## src/rtl/ssm_pkg.sv

```systemverilog
package ssm_pkg;

    // ************************************************************
    // Frame layout
    // ************************************************************
    localparam int FRAME_BITS = 24;
    localparam int PAGE_MSB = 23;
    localparam int PAGE_LSB = 21;
    localparam int ADDR_MSB = 20;
    localparam int ADDR_LSB = 13;
    localparam int DIR_BIT = 12;
    localparam int DATA_MSB = 11;
    localparam int DATA_LSB = 4;

    // ************************************************************
    // Page codes
    // ************************************************************
    localparam logic [2:0] PAGE_TEST = 3'h0;
    localparam logic [2:0] PAGE_DATA_RAM = 3'h1;
    localparam logic [2:0] PAGE_CSR2 = 3'h2;
    localparam logic [2:0] PAGE_DEV_RAM = 3'h3;
    localparam logic [2:0] PAGE_OTP = 3'h4;
    localparam logic [2:0] PAGE_EEPROM = 3'h5;
    localparam logic [2:0] PAGE_RSVD = 3'h6;
    localparam logic [2:0] PAGE_CSR7 = 3'h7;

    // ************************************************************
    // Response header and memory address width
    // ************************************************************
    localparam logic [7:0] RESP_HEADER = 8'h05;
    localparam int MEM_ADDR_BITS = 12;
    localparam logic [3:0] PAGE_REG_RESET = 4'h0;

    // ************************************************************
    // Master serial clock: half period in system clock cycles
    // ************************************************************
    localparam int SCK_HALF_NS = 250;
    localparam int CLK_NS = 25;
    localparam int SCK_HALF_CYCLES = (SCK_HALF_NS + CLK_NS - 1) / CLK_NS;

endpackage : ssm_pkg

```

## src/rtl/ssm_link_if.sv

```systemverilog
`timescale 1ns/1ps
`default_nettype none
interface ssm_link_if;
    logic sck;
    logic csN;
    logic mosi;
    logic miso;
    logic misoOeN;

    modport master (output sck, output csN, output mosi,
                    input miso, input misoOeN);
    modport slave (input sck, input csN, input mosi,
                   output miso, output misoOeN);
endinterface : ssm_link_if
`default_nettype wire

```

## src/rtl/ssm_slave.sv

```systemverilog
`timescale 1ns/1ps
`default_nettype none
module ssm_slave
    import ssm_pkg::*;
(
    // System
    input wire logic clk,
    input wire logic rst_n,
    // Link
    ssm_link_if.slave link,
    // Control bits
    input wire logic serialEnable,
    input wire logic interfaceSelect,
    input wire logic [1:0] dataRamPage,
    input wire logic [3:0] devRamPage,
    input wire logic [3:0] otpPage,
    // Memory access
    output logic memReq,
    output logic memWrite,
    output logic [2:0] memPage,
    output logic [MEM_ADDR_BITS-1:0] memAddr,
    output logic [7:0] memWdata,
    input wire logic [15:0] memRdata,
    input wire logic memAck,
    // Status
    output logic frameDropped
);

    // ************************************************************
    // Pin synchronisers
    // ************************************************************
    logic [2:0] sckSync;
    logic [2:0] csSync;
    logic [2:0] mosiSync;
    always_ff @(posedge clk or negedge rst_n) begin
        if (!rst_n) begin
            sckSync <= 3'h0;
            csSync <= 3'h7;
            mosiSync <= 3'h0;
        end else begin
            sckSync <= {sckSync[1:0], link.sck};
            csSync <= {csSync[1:0], link.csN};
            mosiSync <= {mosiSync[1:0], link.mosi};
        end
    end

    logic sckLvl_reg;
    logic csLvl_reg;
    logic mosiLvl_reg;
    always_ff @(posedge clk or negedge rst_n) begin
        if (!rst_n) begin
            sckLvl_reg <= 1'b0;
            csLvl_reg <= 1'b1;
            mosiLvl_reg <= 1'b0;
        end else begin
            if (sckSync[1] == sckSync[2]) sckLvl_reg <= sckSync[2];
            if (csSync[1] == csSync[2]) csLvl_reg <= csSync[2];
            if (mosiSync[1] == mosiSync[2]) mosiLvl_reg <= mosiSync[2];
        end
    end

    // Filtered-level edges; sampling on the master's falling edge keeps
    // us half a period away from where it launches on rising.
    logic sckQual;
    logic csQual;
    assign sckQual = (sckSync[1] == sckSync[2]) ? sckSync[2] : sckLvl_reg;
    assign csQual = (csSync[1] == csSync[2]) ? csSync[2] : csLvl_reg;
    logic sckRise;
    logic sckFall;
    logic csRise;
    assign sckRise = sckQual && !sckLvl_reg;
    assign sckFall = !sckQual && sckLvl_reg;
    assign csRise = csQual && !csLvl_reg;

    logic portActive;
    assign portActive = serialEnable && !csLvl_reg;

    // ************************************************************
    // Shift in
    // ************************************************************
    logic [FRAME_BITS-1:0] shiftIn_reg;
    logic [4:0] bitCnt_reg;
    always_ff @(posedge clk or negedge rst_n) begin
        if (!rst_n) begin
            shiftIn_reg <= '0;
            bitCnt_reg <= 5'h00;
        end else if (!portActive) begin
            bitCnt_reg <= 5'h00;
        end else if (sckFall) begin
            shiftIn_reg <= {shiftIn_reg[FRAME_BITS-2:0], mosiLvl_reg};
            // Saturating above a full frame makes long frames fail too.
            if (bitCnt_reg != 5'h1f) bitCnt_reg <= bitCnt_reg + 5'h01;
        end
    end

    // A frame is acted on at select rise only if exactly 24 bits came in.
    logic frameDone;
    assign frameDone = csRise && serialEnable
                       && bitCnt_reg == 5'(FRAME_BITS);

    always_ff @(posedge clk or negedge rst_n) begin
        if (!rst_n) begin
            frameDropped <= 1'b0;
        end else begin
            frameDropped <= csRise && serialEnable
                            && bitCnt_reg != 5'(FRAME_BITS)
                            && bitCnt_reg != 5'h00;
        end
    end

    // ************************************************************
    // Decode
    // ************************************************************
    function automatic logic [MEM_ADDR_BITS-1:0] buildAddr(
        input logic [2:0] page, input logic [7:0] low,
        input logic [1:0] dPg, input logic [3:0] vPg, input logic [3:0] oPg);
        case (page)
            PAGE_DATA_RAM: buildAddr = {2'h0, dPg, low};
            PAGE_DEV_RAM: buildAddr = {vPg, low};
            PAGE_OTP: buildAddr = {oPg, low};
            default: buildAddr = {4'h0, low};
        endcase
    endfunction : buildAddr

    logic [2:0] fPage;
    logic [7:0] fAddr;
    logic fWrite;
    logic [7:0] fData;
    assign fPage = shiftIn_reg[PAGE_MSB:PAGE_LSB];
    assign fAddr = shiftIn_reg[ADDR_MSB:ADDR_LSB];
    assign fWrite = shiftIn_reg[DIR_BIT];
    assign fData = shiftIn_reg[DATA_MSB:DATA_LSB];

    logic pageAllowed;
    assign pageAllowed = (fPage != PAGE_RSVD)
                         && (interfaceSelect || fPage == PAGE_TEST);

    // ************************************************************
    // Memory request
    // ************************************************************
    always_ff @(posedge clk or negedge rst_n) begin
        if (!rst_n) begin
            memReq <= 1'b0;
            memWrite <= 1'b0;
            memPage <= PAGE_TEST;
            memAddr <= '0;
            memWdata <= 8'h00;
        end else if (frameDone && pageAllowed) begin
            memReq <= 1'b1;
            memWrite <= fWrite;
            memPage <= fPage;
            memWdata <= fData;
            memAddr <= buildAddr(fPage,
                fWrite ? fAddr : {fAddr[7:1], 1'b0},
                dataRamPage, devRamPage, otpPage);
        end else if (memAck) begin
            memReq <= 1'b0;
        end
    end

    // Read data held until the next frame shifts it out.
    logic [15:0] readHold_reg;
    always_ff @(posedge clk or negedge rst_n) begin
        if (!rst_n) begin
            readHold_reg <= 16'h0000;
        end else if (memReq && memAck && !memWrite) begin
            readHold_reg <= memRdata;
        end
    end

    // ************************************************************
    // Shift out
    // ************************************************************
    logic [FRAME_BITS-1:0] shiftOut_reg;
    always_ff @(posedge clk or negedge rst_n) begin
        if (!rst_n) begin
            shiftOut_reg <= '0;
        end else if (!portActive) begin
            shiftOut_reg <= {RESP_HEADER, readHold_reg};
        end else if (sckRise && bitCnt_reg != 5'h00) begin
            shiftOut_reg <= {shiftOut_reg[FRAME_BITS-2:0], 1'b0};
        end
    end

    assign link.miso = shiftOut_reg[FRAME_BITS-1];
    assign link.misoOeN = !portActive;

endmodule : ssm_slave
`default_nettype wire

```

## src/flat_wrapper.sv

```systemverilog
// flat-port wrapper written by rule: the top's interface ports become plain ports
module ssm_slave_flat import ssm_pkg::*;
  (clk, rst_n, serialEnable, interfaceSelect, dataRamPage, devRamPage, otpPage, memReq, memWrite, memPage, memAddr, memWdata, memRdata, memAck, frameDropped, link_sck, link_csN, link_mosi, link_miso, link_misoOeN);
  ssm_link_if link_i ();
  input wire logic clk;
  input wire logic rst_n;
  input wire logic serialEnable;
  input wire logic interfaceSelect;
  input wire logic [1:0] dataRamPage;
  input wire logic [3:0] devRamPage;
  input wire logic [3:0] otpPage;
  output logic memReq;
  output logic memWrite;
  output logic [2:0] memPage;
  output logic [MEM_ADDR_BITS-1:0] memAddr;
  output logic [7:0] memWdata;
  input wire logic [15:0] memRdata;
  input wire logic memAck;
  output logic frameDropped;
  input wire logic [$bits(link_i.sck)-1:0] link_sck;
  input wire logic [$bits(link_i.csN)-1:0] link_csN;
  input wire logic [$bits(link_i.mosi)-1:0] link_mosi;
  output wire logic [$bits(link_i.miso)-1:0] link_miso;
  output wire logic [$bits(link_i.misoOeN)-1:0] link_misoOeN;
  assign link_i.sck = link_sck;
  assign link_i.csN = link_csN;
  assign link_i.mosi = link_mosi;
  assign link_miso = link_i.miso;
  assign link_misoOeN = link_i.misoOeN;
  ssm_slave u_core (.clk(clk), .rst_n(rst_n), .link(link_i), .serialEnable(serialEnable), .interfaceSelect(interfaceSelect), .dataRamPage(dataRamPage), .devRamPage(devRamPage), .otpPage(otpPage), .memReq(memReq), .memWrite(memWrite), .memPage(memPage), .memAddr(memAddr), .memWdata(memWdata), .memRdata(memRdata), .memAck(memAck), .frameDropped(frameDropped));
endmodule
```

## config.mk

```make
export PLATFORM = sky130hd
export DESIGN_NAME = ssm_slave_flat
export DESIGN_NICKNAME = d
export VERILOG_FILES = /design/src/rtl/ssm_pkg.sv /design/src/rtl/ssm_link_if.sv /design/src/rtl/ssm_slave.sv /design/src/flat_wrapper.sv
export SDC_FILE = /design/constraint.sdc
export NUM_CORES = 1
export LEC_CHECK = 0
export ABC_CLOCK_PERIOD_IN_PS = 2480
export BUFFER_PORTS_ARGS = -buffer_cell sky130_fd_sc_hd__buf_2
export CAP_MARGIN = 30
export CORE_UTILIZATION = 39
export CTS_BUF_LIST = sky130_fd_sc_hd__clkbuf_8
export CTS_CLUSTER_SIZE = 14
export DETAILED_ROUTE_END_ITERATION = 12
export GPL_ROUTABILITY_DRIVEN = 0
export SLEW_MARGIN = 20
export SYNTH_ARGS = -nofsm -noshare
export SYNTH_HDL_FRONTEND = slang
export SYNTH_SLANG_ARGS = --single-unit
```

## constraint.sdc

```tcl
create_clock -name clk -period 2.48 [get_ports clk]
set_clock_uncertainty 0.15 [all_clocks]
set_input_delay 0.124 -clock clk [delete_from_list [all_inputs] [get_ports clk]]
set_output_delay 0.124 -clock clk [all_outputs]
set_load 0.005 [all_outputs]
```

; Yosys cells after proc, flatten, opt, wreduce, memory -nomap -nowiden
; Cells that the tools add are included.
[totals]
ff_bits = 107
latchBits = 0
ramBits = 0
mem_bits_ro = 0
input_bits = 34
out_inout_bits = 28
mem_count = 0
[op_classes]
addsub = 1
multipliers = 0
div_mod_pow = 0
n_lt_le_gt_ge = 0
eq_ne = 13
shifts = 0
mux = 11
bitwise = 0
n_reduce_logical = 24
[op_table]
columns = operator, n
row1 = $mux W24, 2
row2 = $pmux W12 S3, 1
row3 = $mux W5, 3
row4 = $logic_and A1 B1 Y1, 13
row5 = $ne A5 B5 Y1 const B, 2
row6 = $add A5 B1 Y5 const B, 1
row7 = $eq A5 B5 Y1 const B, 1
row8 = $logic_not A1 Y1, 5
row9 = $mux W1, 5
row10 = $reduce_bool A5 Y1, 1
row11 = $ne A2 B2 Y1 const B, 2
row12 = $reduce_and A2 Y1, 2
row13 = $eq A1 B1 Y1, 3
row14 = $eq A3 B1 Y1 const B, 1
row15 = $eq A3 B2 Y1 const B, 1
row16 = $eq A3 B3 Y1 const B, 1
row17 = $logic_not A3 Y1, 1
row18 = $ne A3 B3 Y1 const B, 1
row19 = $ne A2 B1 Y1 const B, 1
row20 = $reduce_bool A2 Y1, 1
row21 = $logic_or A1 B1 Y1, 1

; Depth between registers and ports, before layout
; Gate-level depths: netlist of the first run.
[depth]
ltp_word = 7
mapped_depth = 7
mapped_depth_nobuf = 7

; Worst setup path after synthesis of the first run
; Ideal clock, no wire load.
[synth_timing]
path_kind = reg-to-reg
start = reg u_core.bitCnt_reg[0]
end = reg u_core.memAddr[11]
arrival_ps = 1878
slack_ps = 327
stages_incl_launch_ff = 8
synth_period_minus_slack_ps = 2153
cell_sequence = dfrtp_1 inv_1 ha_1 nor2b_4 nand3_2 a2111oi_4 buf_6 mux2_4
[synth_between]
elab_chain_cells = 3
[synth_rtl]
columns = element, line
row1 = from (decl), ssm_slave.sv:82  ; logic [4:0] bitCnt_reg;
row2 = from (signal assigned), ssm_slave.sv:92  ; if (bitCnt_reg != 5'h1f) bitCnt_reg <= bitCnt_reg + 5'h01;
row3 = $eq A5 B5 Y1, ssm_slave.sv:99  ; && bitCnt_reg == 5'(FRAME_BITS);
row4 = $logic_and A1 B1 Y1, ssm_slave.sv:99
row5 = $logic_and A1 B1 Y1, ssm_slave.sv:148  ; end else if (frameDone && pageAllowed) begin
row6 = to (signal assigned), ssm_slave.sv:153  ; memAddr <= buildAddr(fPage,
row7 = to (decl), ssm_slave.sv:21  ; output logic [MEM_ADDR_BITS-1:0] memAddr,
; No other way between the ends.
; A chain may end at the register's enable or synchronous reset.

; Final worst setup path of the first run
[layout_timing]
start = reg u_core.bitCnt_reg[0]
end = reg u_core.memWdata[7]
[layout_between]
elab_chain_cells = 3
[layout_rtl]
columns = element, line
row1 = $eq A5 B5 Y1, ssm_slave.sv:99
row2 = $logic_and A1 B1 Y1, ssm_slave.sv:99
row3 = $logic_and A1 B1 Y1, ssm_slave.sv:148
row4 = to (signal assigned), ssm_slave.sv:152  ; memWdata <= fData;
row5 = to (decl), ssm_slave.sv:22  ; output logic [7:0] memWdata,
; No other way between the ends.

==> out/qor.txt, run 1 <==
======================================================================================
Outcome                                                                   finished, final reports clean
Vias after detailed routing                                                       2607
Shortest clock period the worst path allows after layout                      2.165 ns
Area share of and/or/nand/nor cells after synthesis                            0.05747
Multiplexer share of the synthesized area                                       0.2405
Number of antenna violations at the first check in global routing                    0
CTS tree                                                                           yes
Combinational share of power                                                     0.051
TritonCTS Sinks                                                                    107
HPWL after DPL                                                                4.714 mm
Clock latency on the worst-skew pair                                           0.37 ns
Top FF cell, synth                                                        sky130_fd_sc_hd__dfrtp_1
Clock slew at the register clock pins of the worst setup and hold paths        0.11 ns
Number of buffers added by the clock tree synthesis step                             9
Post-CTS Hold Fix Bufs                                                              28
RSZ-0062 raised after global routing                                                no
Seq/Total Area, Yosys                                                           0.6161
Logic depth of the worst setup path including buffers                                7
Max-Cap Viols                                                                        0
Number of buffers inserted by post-CTS setup repair                                  0
Post-synth design cell area                                                  4354 um^2
Max H-tree Level                                                                     3
Gate family responsible for the most delay along the worst path             flip-flops
Type of origin of the critical path                                           register
Final Cycle Share                                                               0.8730
Worst reg2reg endpoint                                                    u_core.memWdata[7]
Crit path to                                                              u_core.memWdata[7]
Adder-cell share of the synthesized area                                       0.01322
Seq cells post-synth                                                               107
Die Height                                                                    107.7 um
I/O pin cnt                                                                         62
Clock buffer depth                                                                   2
R2R Path Start                                                            u_core.bitCnt_reg[0]
Relative contribution of sequential cells to total power                         0.585
Commonest non-fill, non-tap cells in the layout                           103 x sky130_fd_sc_hd__dfrtp_1, 60 x sky130_fd_sc_hd__buf_2, 45 x sky130_fd_sc_hd__mux2_2
Worst-case register-to-register setup slack                                    0.31 ns
Crit. Startpoint                                                          u_core.bitCnt_reg[0]
Internal power component                                                      2.338 mW
Routed WL                                                                     7.341 mm
WP buf/inv                                                                           2
Number of remaining DRC errors                                                       0
Max-slew headroom                                                               0.6061
Synth warnings                                                                       0
Antenna diode count                                                                  0
Final non-filler cell total                                                        546
Post-Synthesis Net Count                                                           341
GRT Total Usage                                                                 0.1382
Power density cells                                                       573.7 nW/um^2
Placed cell count                                                                  502
Final-layout worst hold slack                                               0.04745 ns
Layout Area Growth over Synthesis                                               22.56%
Max Transition Viols Final                                                           0
Share of power burned in the clock network                                       0.363
Number of DRC violations after detailed-routing iteration 0                         93
Layout Nets                                                                        438
Transition time of the tightest slew-check pin                               0.5908 ns
Number of global-route vias before repair                                         2642
Crit path max-delay cell type                                             sky130_fd_sc_hd__dfrtp_1
# port buffers                                                                      61
Initial core utilization                                                        0.4017
Number of setup violations in the final report                                       0
Class of the worst hold path                                              primary input to register
Maximum operating frequency                                                  461.9 MHz
Critical Path Sink Type                                                       register
Number of synthesized flops with an enable pin                                       0
Largest net degree at the start of global routing                                   46
Final Hold Fails                                                                     0
Static power due to leakage                                                   2.575 nW
Average footprint of a synthesized cell                                     14.32 um^2
Total gr overflow                                                                    0
Ratio of cells with drive above 1 in the final layout                           0.3966
Critical Path Fanout Max                                                            25
Xor and xnor area share after synthesis                                       0.008046
Startpoint-to-endpoint class of the critical path                         register to register
R2R cell count                                                                       7
Biggest area consumer among synthesized cells                             sky130_fd_sc_hd__dfrtp_1
Crit-path cells                                                           inv_1 > ha_1 > nor2b_4 > nand3_2 > a2111oi_4 > buf_12 > mux2_2
Most common cell after layout, fill and taps aside                        sky130_fd_sc_hd__dfrtp_1
Max VDD drop                                                                 0.3253 mV
Number of antenna-violating nets in the routed design                                0
Floorplan row count                                                                 38
Die outline width                                                             107.7 um
Synth top area share                                                            0.5920
Core Footprint                                                              10840 um^2
Worst path arrival time                                                        2.28 ns
Compound-cell area share of the yosys netlist                                  0.04339
Cell types occupying the most area after synthesis                        sky130_fd_sc_hd__dfrtp_1 59%, sky130_fd_sc_hd__mux2_2 12%, sky130_fd_sc_hd__mux2_4 6.2%, sky130_fd_sc_hd__mux2i_1 6.2%, sky130_fd_sc_hd__dfstp_2 2.4%
Synth Instances                                                                    304
Detailed-routing iteration count for the pre-antenna-repair pass                     4
Data required, critical path                                                   2.60 ns
Main combinational cell family by area after synthesis                    multiplexers
Unique cell type count in the Yosys netlist                                         34
Crit path largest cell delay                                                   0.43 ns
Cell chosen for the clock root                                            sky130_fd_sc_hd__clkbuf_8
Switching component of the power                                              723.3 uW
Switching share of total power                                                  0.2363
Asr flop ratio synth                                                             1.000
Summed negative setup slack over all endpoints                                    0 ns
Routed WL per cell                                                            13.45 um
DIE AREA                                                                    11590 um^2
Resized cells post-CTS                                                               0
Wire length of the first global-routing pass                                  12.38 mm
Via density per instance                                                         4.775
======================================================================================
==> worst reg2reg max path: stages, from the launching register on <==
cell                        delay, ns
sky130_fd_sc_hd__dfrtp_1         0.43
sky130_fd_sc_hd__inv_1           0.07
sky130_fd_sc_hd__ha_1            0.14
sky130_fd_sc_hd__nor2b_4         0.19
sky130_fd_sc_hd__nand3_2         0.11
sky130_fd_sc_hd__a2111oi_4       0.34
sky130_fd_sc_hd__buf_12          0.25
sky130_fd_sc_hd__mux2_2          0.38
==> area by class of cell <==
cell class                 instances  area [um^2]
tap                              140        175.2
inverter                           6        22.52
multi-input combinational        179         1579
sequential                       107         2683
clock inverter                     7        85.08
timing repair buffer              98        668.1
fill                             994         5504
clock buffer                       9        123.9
==> through the flow <==
step                      worst slack [ns]  instance area, um^2  utilization  power (mW)
after floorplan                     0.3267                 4354            -       1.873
after CTS                           0.3105                 5336       0.4923       3.118
after detailed placement            0.3307                 4847       0.4471       1.957
after global routing                0.2126                 5336       0.4923       3.190
after global placement              0.3695                 4847       0.4471       1.953
final                               0.3150                 5336       0.4923       3.062
==> power groups by stage <==
stage | logic (mW) | registers, mW | clock network [mW]
final | 0.157 | 1.79 | 1.11
after CTS | 0.162 | 1.79 | 1.16
after global routing | 0.176 | 1.80 | 1.22
after floorplan | 0.0515 | 1.82 | 0
after detailed placement | 0.131 | 1.83 | 0
after global placement | 0.128 | 1.83 | 0
==> cell families (layout without fill, tap and decap cells) <==
kind of cell    after synthesis  count (layout)
compound gates               27              27
flops                       107             107
simple gates                 53              53
mux                          90              90
buf+inv                      18             120
fa+ha+maj                     5               5
xor+xnor                      4               4
==> how the worst min path moves through the flow <==
stage / start / to / slack, ns / cells past startpoint
after detailed placement: rst_n / u_core.memPage[1] / 0.02 / 1
after global placement: rst_n / u_core.memPage[1] / 0.004 / 1
after global routing: dataRamPage[1] / u_core.memAddr[9] / 0.04 / 4
final: dataRamPage[1] / u_core.memAddr[9] / 0.05 / 4
after CTS: dataRamPage[1] / u_core.memAddr[9] / 0.02 / 4
after floorplan: rst_n / u_core.bitCnt_reg[0] / -0.32 / 0
==> Yosys cell counts, types with 3 or more instances <==
cell                       count
sky130_fd_sc_hd__a21oi_1       3
sky130_fd_sc_hd__clkbuf_1      5
sky130_fd_sc_hd__dfrtp_1     103
sky130_fd_sc_hd__dfstp_2       4
sky130_fd_sc_hd__ha_1          3
sky130_fd_sc_hd__inv_1         6
sky130_fd_sc_hd__mux2_2       45
sky130_fd_sc_hd__mux2_4       18
sky130_fd_sc_hd__mux2i_1      27
sky130_fd_sc_hd__nand2_1      25
sky130_fd_sc_hd__nor2_1       17
sky130_fd_sc_hd__o21ai_0      18
==> per-layer routing <==
layer	vias to the layer above	GRT usage	wire, um
met1	1297	0.1776	3563
met4	0	0.05284	78
met3	9	0.03692	299
met2	57	0.2225	3399
met5	-	0	0
li1	1244	-	-
Power figures use the tool's default switching activity.
==> run 2: changes to the inputs <==
- CELL_PAD_IN_SITES_DETAIL_PLACEMENT: default -> 1
- CELL_PAD_IN_SITES_GLOBAL_PLACEMENT: default -> 1
- PLACE_DENSITY_LB_ADDON: default -> 0.1
==> run 2 against run 1 <==
  * Via count fell by 0.38%
  * Register-to-register slack hardly changed
  * Wire length is 8.4% higher
  * Cell count rose by 0.18%
  * Cell area is the same
  * Power shrank 2.1%
  * Maximum frequency about the same
  * Clock power shrank 6%
  * Global-route usage is 1.7 points higher
  * Worst setup slack improved by 0.0014 ns
  * Critical endpoint is now u_core.memAddr[10]
  * Largest power group unchanged
==> out/qor.txt, run 2 (synthesis gave the netlist of run 1 again) <==
======================================================================================
WP buf/inv                                                                           1   was 2
Vias after detailed routing                                                       2597   was 2607
Post-Layout Inst Area                                                        5336 um^2   unchanged
Shortest clock period the worst path allows after layout                      2.164 ns   was 2.165 ns
Number of antenna violations at the first check in global routing                    0   unchanged
Maximum operating frequency                                                  462.2 MHz   was 461.9 MHz
Post-CTS Hold Fix Bufs                                                              28   unchanged
Clock latency on the worst-skew pair                                           0.37 ns   about the same
Worst path arrival time                                                        2.33 ns   was 2.28 ns
I/O pin cnt                                                                         62   unchanged
Final Cycle Share                                                               0.8724   was 0.8730
Class of the worst hold path                                              primary input to register   unchanged
Static power due to leakage                                                   2.594 nW   was 2.575 nW
Core Footprint                                                              10840 um^2   unchanged
TritonCTS Sinks                                                                    107   unchanged
Detailed-routing iteration count for the pre-antenna-repair pass                     3   was 4
Number of global-route vias before repair                                         2800   was 2642
Gate family responsible for the most delay along the worst path           buffers and inverters   was flip-flops
Number of remaining DRC errors                                                       0   unchanged
Routed WL per cell                                                            14.55 um   was 13.45 um
Layout Nets                                                                        439   was 438
# port buffers                                                                      61   unchanged
Wire length of the first global-routing pass                                  13.69 mm   was 12.38 mm
Startpoint-to-endpoint class of the critical path                         register to register   unchanged
Power density cells                                                       561.9 nW/um^2   was 573.7 nW/um^2
Antenna diode count                                                                  0   unchanged
Met3 wire length                                                                316 um   was 299 um
DIE AREA                                                                    11590 um^2   unchanged
Final Hold Fails                                                                     0   unchanged
Commonest non-fill, non-tap cells in the layout                           103 x sky130_fd_sc_hd__dfrtp_1, 60 x sky130_fd_sc_hd__buf_2, 45 x sky130_fd_sc_hd__mux2_2   unchanged
Transition time of the tightest slew-check pin                               0.6065 ns   was 0.5908 ns
Most common cell after layout, fill and taps aside                        sky130_fd_sc_hd__dfrtp_1   unchanged
Ratio of cells with drive above 1 in the final layout                           0.3907   was 0.3966
Max-slew headroom                                                               0.5957   was 0.6061
Initial core utilization                                                        0.4017   unchanged
Data required, critical path                                                   2.65 ns   was 2.60 ns
RSZ-0062 raised after global routing                                                no   unchanged
Clock slew at the register clock pins of the worst setup and hold paths        0.10 ns   was 0.11 ns
Total gr overflow                                                                    0   unchanged
Max Transition Viols Final                                                           0   unchanged
Crit path largest cell delay                                                   0.56 ns   was 0.43 ns
Crit-path cells                                                           nor3b_1 > a32o_1 > dlygate4sd3_1 > mux2_2   was inv_1 > ha_1 > nor2b_4 > nand3_2 > a2111oi_4 > buf_12 > mux2_2
Routed WL                                                                     7.957 mm   was 7.341 mm
Floorplan row count                                                                 38   unchanged
Max-Cap Viols                                                                        0   unchanged
Total length of routed met2 wires                                             3.761 mm   was 3.399 mm
Cell chosen for the clock root                                            sky130_fd_sc_hd__clkbuf_8   unchanged
Via density per instance                                                         4.748   was 4.775
Layout Area Growth over Synthesis                                               22.56%   unchanged
Crit path max-delay cell type                                             sky130_fd_sc_hd__dlygate4sd3_1   was sky130_fd_sc_hd__dfrtp_1
GRT Total Usage                                                                 0.1549   was 0.1382
Die outline width                                                             107.7 um   unchanged
Number of antenna-violating nets in the routed design                                0   unchanged
Area post-placement                                                          4867 um^2   was 4847 um^2
CTS tree                                                                           yes   unchanged
Placed cell count                                                                  503   was 502
Outcome                                                                   finished, final reports clean   unchanged
Die Height                                                                    107.7 um   unchanged
Largest net degree at the start of global routing                                   47   was 46
Clock buffer depth                                                                   2   unchanged
HPWL after DPL                                                                5.175 mm   was 4.714 mm
Summed negative setup slack over all endpoints                                    0 ns   unchanged
Number of buffers added by the clock tree synthesis step                             9   unchanged
Number of buffers inserted by post-CTS setup repair                                  0   unchanged
Met1 Routed Length                                                            3.752 mm   was 3.563 mm
Number of DRC violations after detailed-routing iteration 0                         45   was 93
Top Metal Used                                                                    met4   unchanged
Critical Path Sink Type                                                       register   unchanged
Max VDD drop                                                                 0.3229 mV   was 0.3253 mV
Max H-tree Level                                                                     3   unchanged
Critical Path Fanout Max                                                             9   was 25
Number of setup violations in the final report                                       0   unchanged
Resized cells post-CTS                                                               0   unchanged
Type of origin of the critical path                                           register   unchanged
Final non-filler cell total                                                        547   was 546
======================================================================================
run 2: cell count changes in the layout (fill, tap and decap cells not counted):
cell                         before  now
sky130_fd_sc_hd__buf_12           1    2
sky130_fd_sc_hd__clkinvlp_4       2    0
sky130_fd_sc_hd__inv_8            2    0
sky130_fd_sc_hd__clkinv_4         1    0
sky130_fd_sc_hd__inv_1            6    9
sky130_fd_sc_hd__inv_6            1    0
sky130_fd_sc_hd__clkbuf_8         9   10
sky130_fd_sc_hd__clkinv_2         0    2
run 2: per-stage QoR:
stage / hold WS (ns) / total power, mW / setup WS, ns / utilization
final: 0.03411 / 2.998 / 0.3164 / 0.4923
after global routing: 0.04584 / 3.138 / 0.1840 / 0.4923
after CTS: 0.01052 / 3.070 / 0.3012 / 0.4923
after detailed placement: 0.03406 / 1.963 / 0.3235 / 0.4490
after global placement: 0.02422 / 1.958 / 0.3539 / 0.4490
after floorplan: -0.3216 / 1.873 / 0.3267 / -
run 2: cell type report:
class                           instances  area (um^2)
Sequential cell                       107         2683
Inverter                                6        22.52
Timing Repair Buffer                   99        688.2
Clock buffer                           10        137.6
Multi-Input combinational cell        179         1579
Fill cell                            1150         5504
Clock inverter                          6        51.30
Tap cell                              140        175.2
run 2: path summary, 6_finish.rpt:
| kind | start | endpoint | slack (ns) | cells after the start |
|---|---|---|---|---|
| hold / removal | devRamPage[1] | u_core.memAddr[9] | 0.03 | 4 |
| max in group asynchronous | rst_n | u_core.csLvl_reg | 1.31 | 3 |
| setup reg to reg | u_core.shiftIn_reg[22] | u_core.memAddr[10] | 0.32 | 4 |
| min in group asynchronous | rst_n | u_core.memAddr[6] | 0.15 | 2 |
| setup / recovery | u_core.shiftIn_reg[22] | u_core.memAddr[10] | 0.32 | 4 |
| hold reg to reg | u_core.mosiSync[0] | u_core.mosiSync[1] | 0.20 | 0 |
run 2: routing by layer:
layer,vias to the layer above,global-route usage
li1,1242,-
met1,1291,0.1967
met2,53,0.2541
met3,11,0.03753
met4,0,0.06164
met5,-,0
run 2: worst register-to-register path, stage by stage, from the launching register on:
cell and delay [ns]:
sky130_fd_sc_hd__dfrtp_1 0.55, sky130_fd_sc_hd__nor3b_1 0.50, sky130_fd_sc_hd__a32o_1 0.20, sky130_fd_sc_hd__dlygate4sd3_1 0.56, sky130_fd_sc_hd__mux2_2 0.14
run 2: report_power, final:
group / internal (mW) / leakage (nW) / switching [mW]
clock network: 0.482 / 0.110 / 0.563
logic: 0.0806 / 1.04 / 0.0813
registers: 1.77 / 1.45 / 0.0173
==> run 3: changes to the inputs <==
- CORE_MARGIN: default -> 1
- REMOVE_ABC_BUFFERS: default -> 1
- TNS_END_PERCENT: default -> 20
==> run 3 against run 2 <==
  * Die area stayed put
  * Register-to-register slack got worse by 0.02 ns
  * Maximum frequency decreased by 0.75%
  * Worst hold slack worse by 0.024 ns
  * Clock power rose by 28%
  * Cell count decreased by 0.55%
  * Via count grew 0.77%
  * Power grew 9.4%
  * Sequential share of layout area is 0.41 points lower
==> out/qor.txt, run 3 (synthesis gave the netlist of run 1 again) <==
======================================================================================
Outcome                                                                   finished, final reports clean   unchanged
Cell chosen for the clock root                                            sky130_fd_sc_hd__clkbuf_8   unchanged
Number of fillers in the final layout                                             1120   was 1150
Total gr overflow                                                                    0   unchanged
Number of cells on the worst hold path                                               3   was 4
Shortest clock period the worst path allows after layout                      2.180 ns   was 2.164 ns
Layout Area Growth over Synthesis                                               23.56%   was 22.56%
Gate family responsible for the most delay along the worst path             flip-flops   was buffers and inverters
Max-slew headroom                                                               0.6320   was 0.5957
Pre-CTS worst setup slack                                                    0.3273 ns   was 0.3235 ns
Number of global-route vias before repair                                         2923   was 2800
Final-layout worst hold slack                                              0.009921 ns   was 0.03411 ns
Routed WL per cell                                                            14.54 um   was 14.55 um
Number of buffers added by the clock tree synthesis step                             9   unchanged
Number of remaining DRC errors                                                       0   unchanged
Wire length of the first global-routing pass                                  14.03 mm   was 13.69 mm
Max H-tree Level                                                                     3   unchanged
Worst path arrival time                                                        2.27 ns   was 2.33 ns
Die outline width                                                             107.7 um   unchanged
Crit path largest cell delay                                                   0.43 ns   was 0.56 ns
Number of buffers inserted by post-CTS setup repair                                  0   unchanged
Routed WL                                                                     7.911 mm   was 7.957 mm
R2R Path Start                                                            u_core.bitCnt_reg[0]   was u_core.shiftIn_reg[22]
Ratio of cells with drive above 1 in the final layout                           0.3985   was 0.3907
Via density per instance                                                         4.811   was 4.748
Largest net degree at the start of global routing                                   49   was 47
Final Cycle Share                                                               0.8790   was 0.8724
Max Transition Viols Final                                                           0   unchanged
Floorplan row count                                                                 38   unchanged
Static power due to leakage                                                   2.601 nW   was 2.594 nW
Class of the worst hold path                                              primary input to register   unchanged
Most common cell after layout, fill and taps aside                        sky130_fd_sc_hd__dfrtp_1   unchanged
Max-Cap Viols                                                                        0   unchanged
Max VDD drop                                                                 0.3055 mV   was 0.3229 mV
TritonCTS Sinks                                                                    107   unchanged
Number of antenna-violating nets in the routed design                                0   unchanged
# port buffers                                                                      61   unchanged
GRT Total Usage                                                                 0.1557   was 0.1549
Worst-case register-to-register setup slack                                    0.30 ns   was 0.32 ns
Number of antenna violations at the first check in global routing                    0   unchanged
CTS tree                                                                           yes   unchanged
DIE AREA                                                                    11590 um^2   unchanged
Final setup slack of the worst path                                          0.3001 ns   was 0.3164 ns
Critical Path Sink Type                                                       register   unchanged
Type of origin of the critical path                                           register   unchanged
Critical Path Fanout Max                                                            25   was 9
Crit path max-delay cell type                                             sky130_fd_sc_hd__dfrtp_1   was sky130_fd_sc_hd__dlygate4sd3_1
Number of DRC violations after detailed-routing iteration 0                         99   was 45
Clock latency on the worst-skew pair                                           0.36 ns   was 0.37 ns
Transition time of the tightest slew-check pin                               0.5519 ns   was 0.6065 ns
Crit path to                                                              u_core.memWdata[0]   was u_core.memAddr[10]
Detailed-routing iteration count for the pre-antenna-repair pass                     4   was 3
Commonest non-fill, non-tap cells in the layout                           103 x sky130_fd_sc_hd__dfrtp_1, 60 x sky130_fd_sc_hd__buf_2, 45 x sky130_fd_sc_hd__mux2_2   unchanged
Resized cells post-CTS                                                               0   unchanged
Crit. Startpoint                                                          u_core.bitCnt_reg[0]   was u_core.shiftIn_reg[22]
Vias after detailed routing                                                       2617   was 2597
HPWL after DPL                                                                5.082 mm   was 5.175 mm
Die Height                                                                    107.7 um   unchanged
Final Hold Fails                                                                     0   unchanged
Crit-path cells                                                           inv_1 > ha_1 > nor2b_4 > nand3_2 > a2111oi_4 > buf_12 > mux2_2   was nor3b_1 > a32o_1 > dlygate4sd3_1 > mux2_2
Initial core utilization                                                        0.4017   unchanged
Logic depth of the worst setup path including buffers                                7   was 4
RSZ-0062 raised after global routing                                                no   unchanged
WP buf/inv                                                                           2   was 1
Clock slew at the register clock pins of the worst setup and hold paths        0.10 ns   about the same
Clock buffer depth                                                                   2   unchanged
Antenna diode count                                                                  0   unchanged
I/O pin cnt                                                                         62   unchanged
Data required, critical path                                                   2.57 ns   was 2.65 ns
Layout Nets                                                                        436   was 439
Worst reg2reg endpoint                                                    u_core.memWdata[0]   was u_core.memAddr[10]
Power density cells                                                       609.8 nW/um^2   was 561.9 nW/um^2
Startpoint-to-endpoint class of the critical path                         register to register   unchanged
Core Footprint                                                              10840 um^2   unchanged
Number of setup violations in the final report                                       0   unchanged
R2R cell count                                                                       7   was 4
Maximum operating frequency                                                  458.7 MHz   was 462.2 MHz
======================================================================================
==> run 3: power by group <==
part           internal (mW)  switching (mW)  total (mW)
clock                  0.753           0.576        1.33
sequential              1.77          0.0180        1.79
combinational         0.0787          0.0813       0.160
==> run 3: metal layers <==
metal | global-route usage | part of all wire | up-vias
met1 | 0.2052 | 0.47 | 1331
met2 | 0.2546 | 0.49 | 38
li1 | - | - | 1240
met4 | 0.06164 | 0.013 | 0
met5 | 0 | 0 | -
met3 | 0.02724 | 0.025 | 8
==> run 3: how the worst min path moves through the flow <==
| stage | from | slack (ns) | endpoint |
|---|---|---|---|
| final | serialEnable | 0.01 | u_core.shiftOut_reg[16] |
| after global routing | serialEnable | 0.003 | u_core.shiftOut_reg[16] |
| after CTS | devRamPage[2] | 0.0009 | u_core.memAddr[10] |
| after detailed placement | rst_n | 0.003 | u_core.shiftOut_reg[21] |
| after global placement | rst_n | -0.0004 | u_core.shiftOut_reg[20] |
| after floorplan | rst_n | -0.32 | u_core.bitCnt_reg[0] |
==> run 3: layout make-up <==
class                      count  area, um^2  share of cell area
sequential                   107        2683              0.4986
clock inverter                 4       95.09             0.01767
clock buffer                  12       165.2             0.03070
multi-input combinational    179        1579              0.2935
tap                          140       175.2             0.03256
inverter                       6       22.52            0.004186
timing repair buffer          96       660.6              0.1228
==> run 3: per-stage QoR <==
step                  util  setup TNS [ns]  std cells  power, mW  area, um^2
finish              0.4963               0        544      3.281        5380
global route        0.4963               0        544      3.430        5380
CTS                 0.4963               0        544      3.329        5380
detailed placement  0.4483               0        502      1.963        4860
global placement    0.4483               0        502      1.957        4860
floorplan                -          -8.799        292      1.870        4284
==> run 3: worst reg2reg max path, delay by kind of cell (launching register included) <==
kind / cells / cell delay, ns
DFF: 1 / 0.43
muxes: 1 / 0.38
AOI/OAI and AO/OA: 1 / 0.34
buffers and inverters: 2 / 0.33
and+or+nand+nor: 2 / 0.28
adders and majority gates: 1 / 0.14
==> run 3: repair_timing <==
item                       in CTS  in global routing
hold buffers                   26                  0
hold endpoints to repair       64                  0
setup endpoints to repair       0                  0
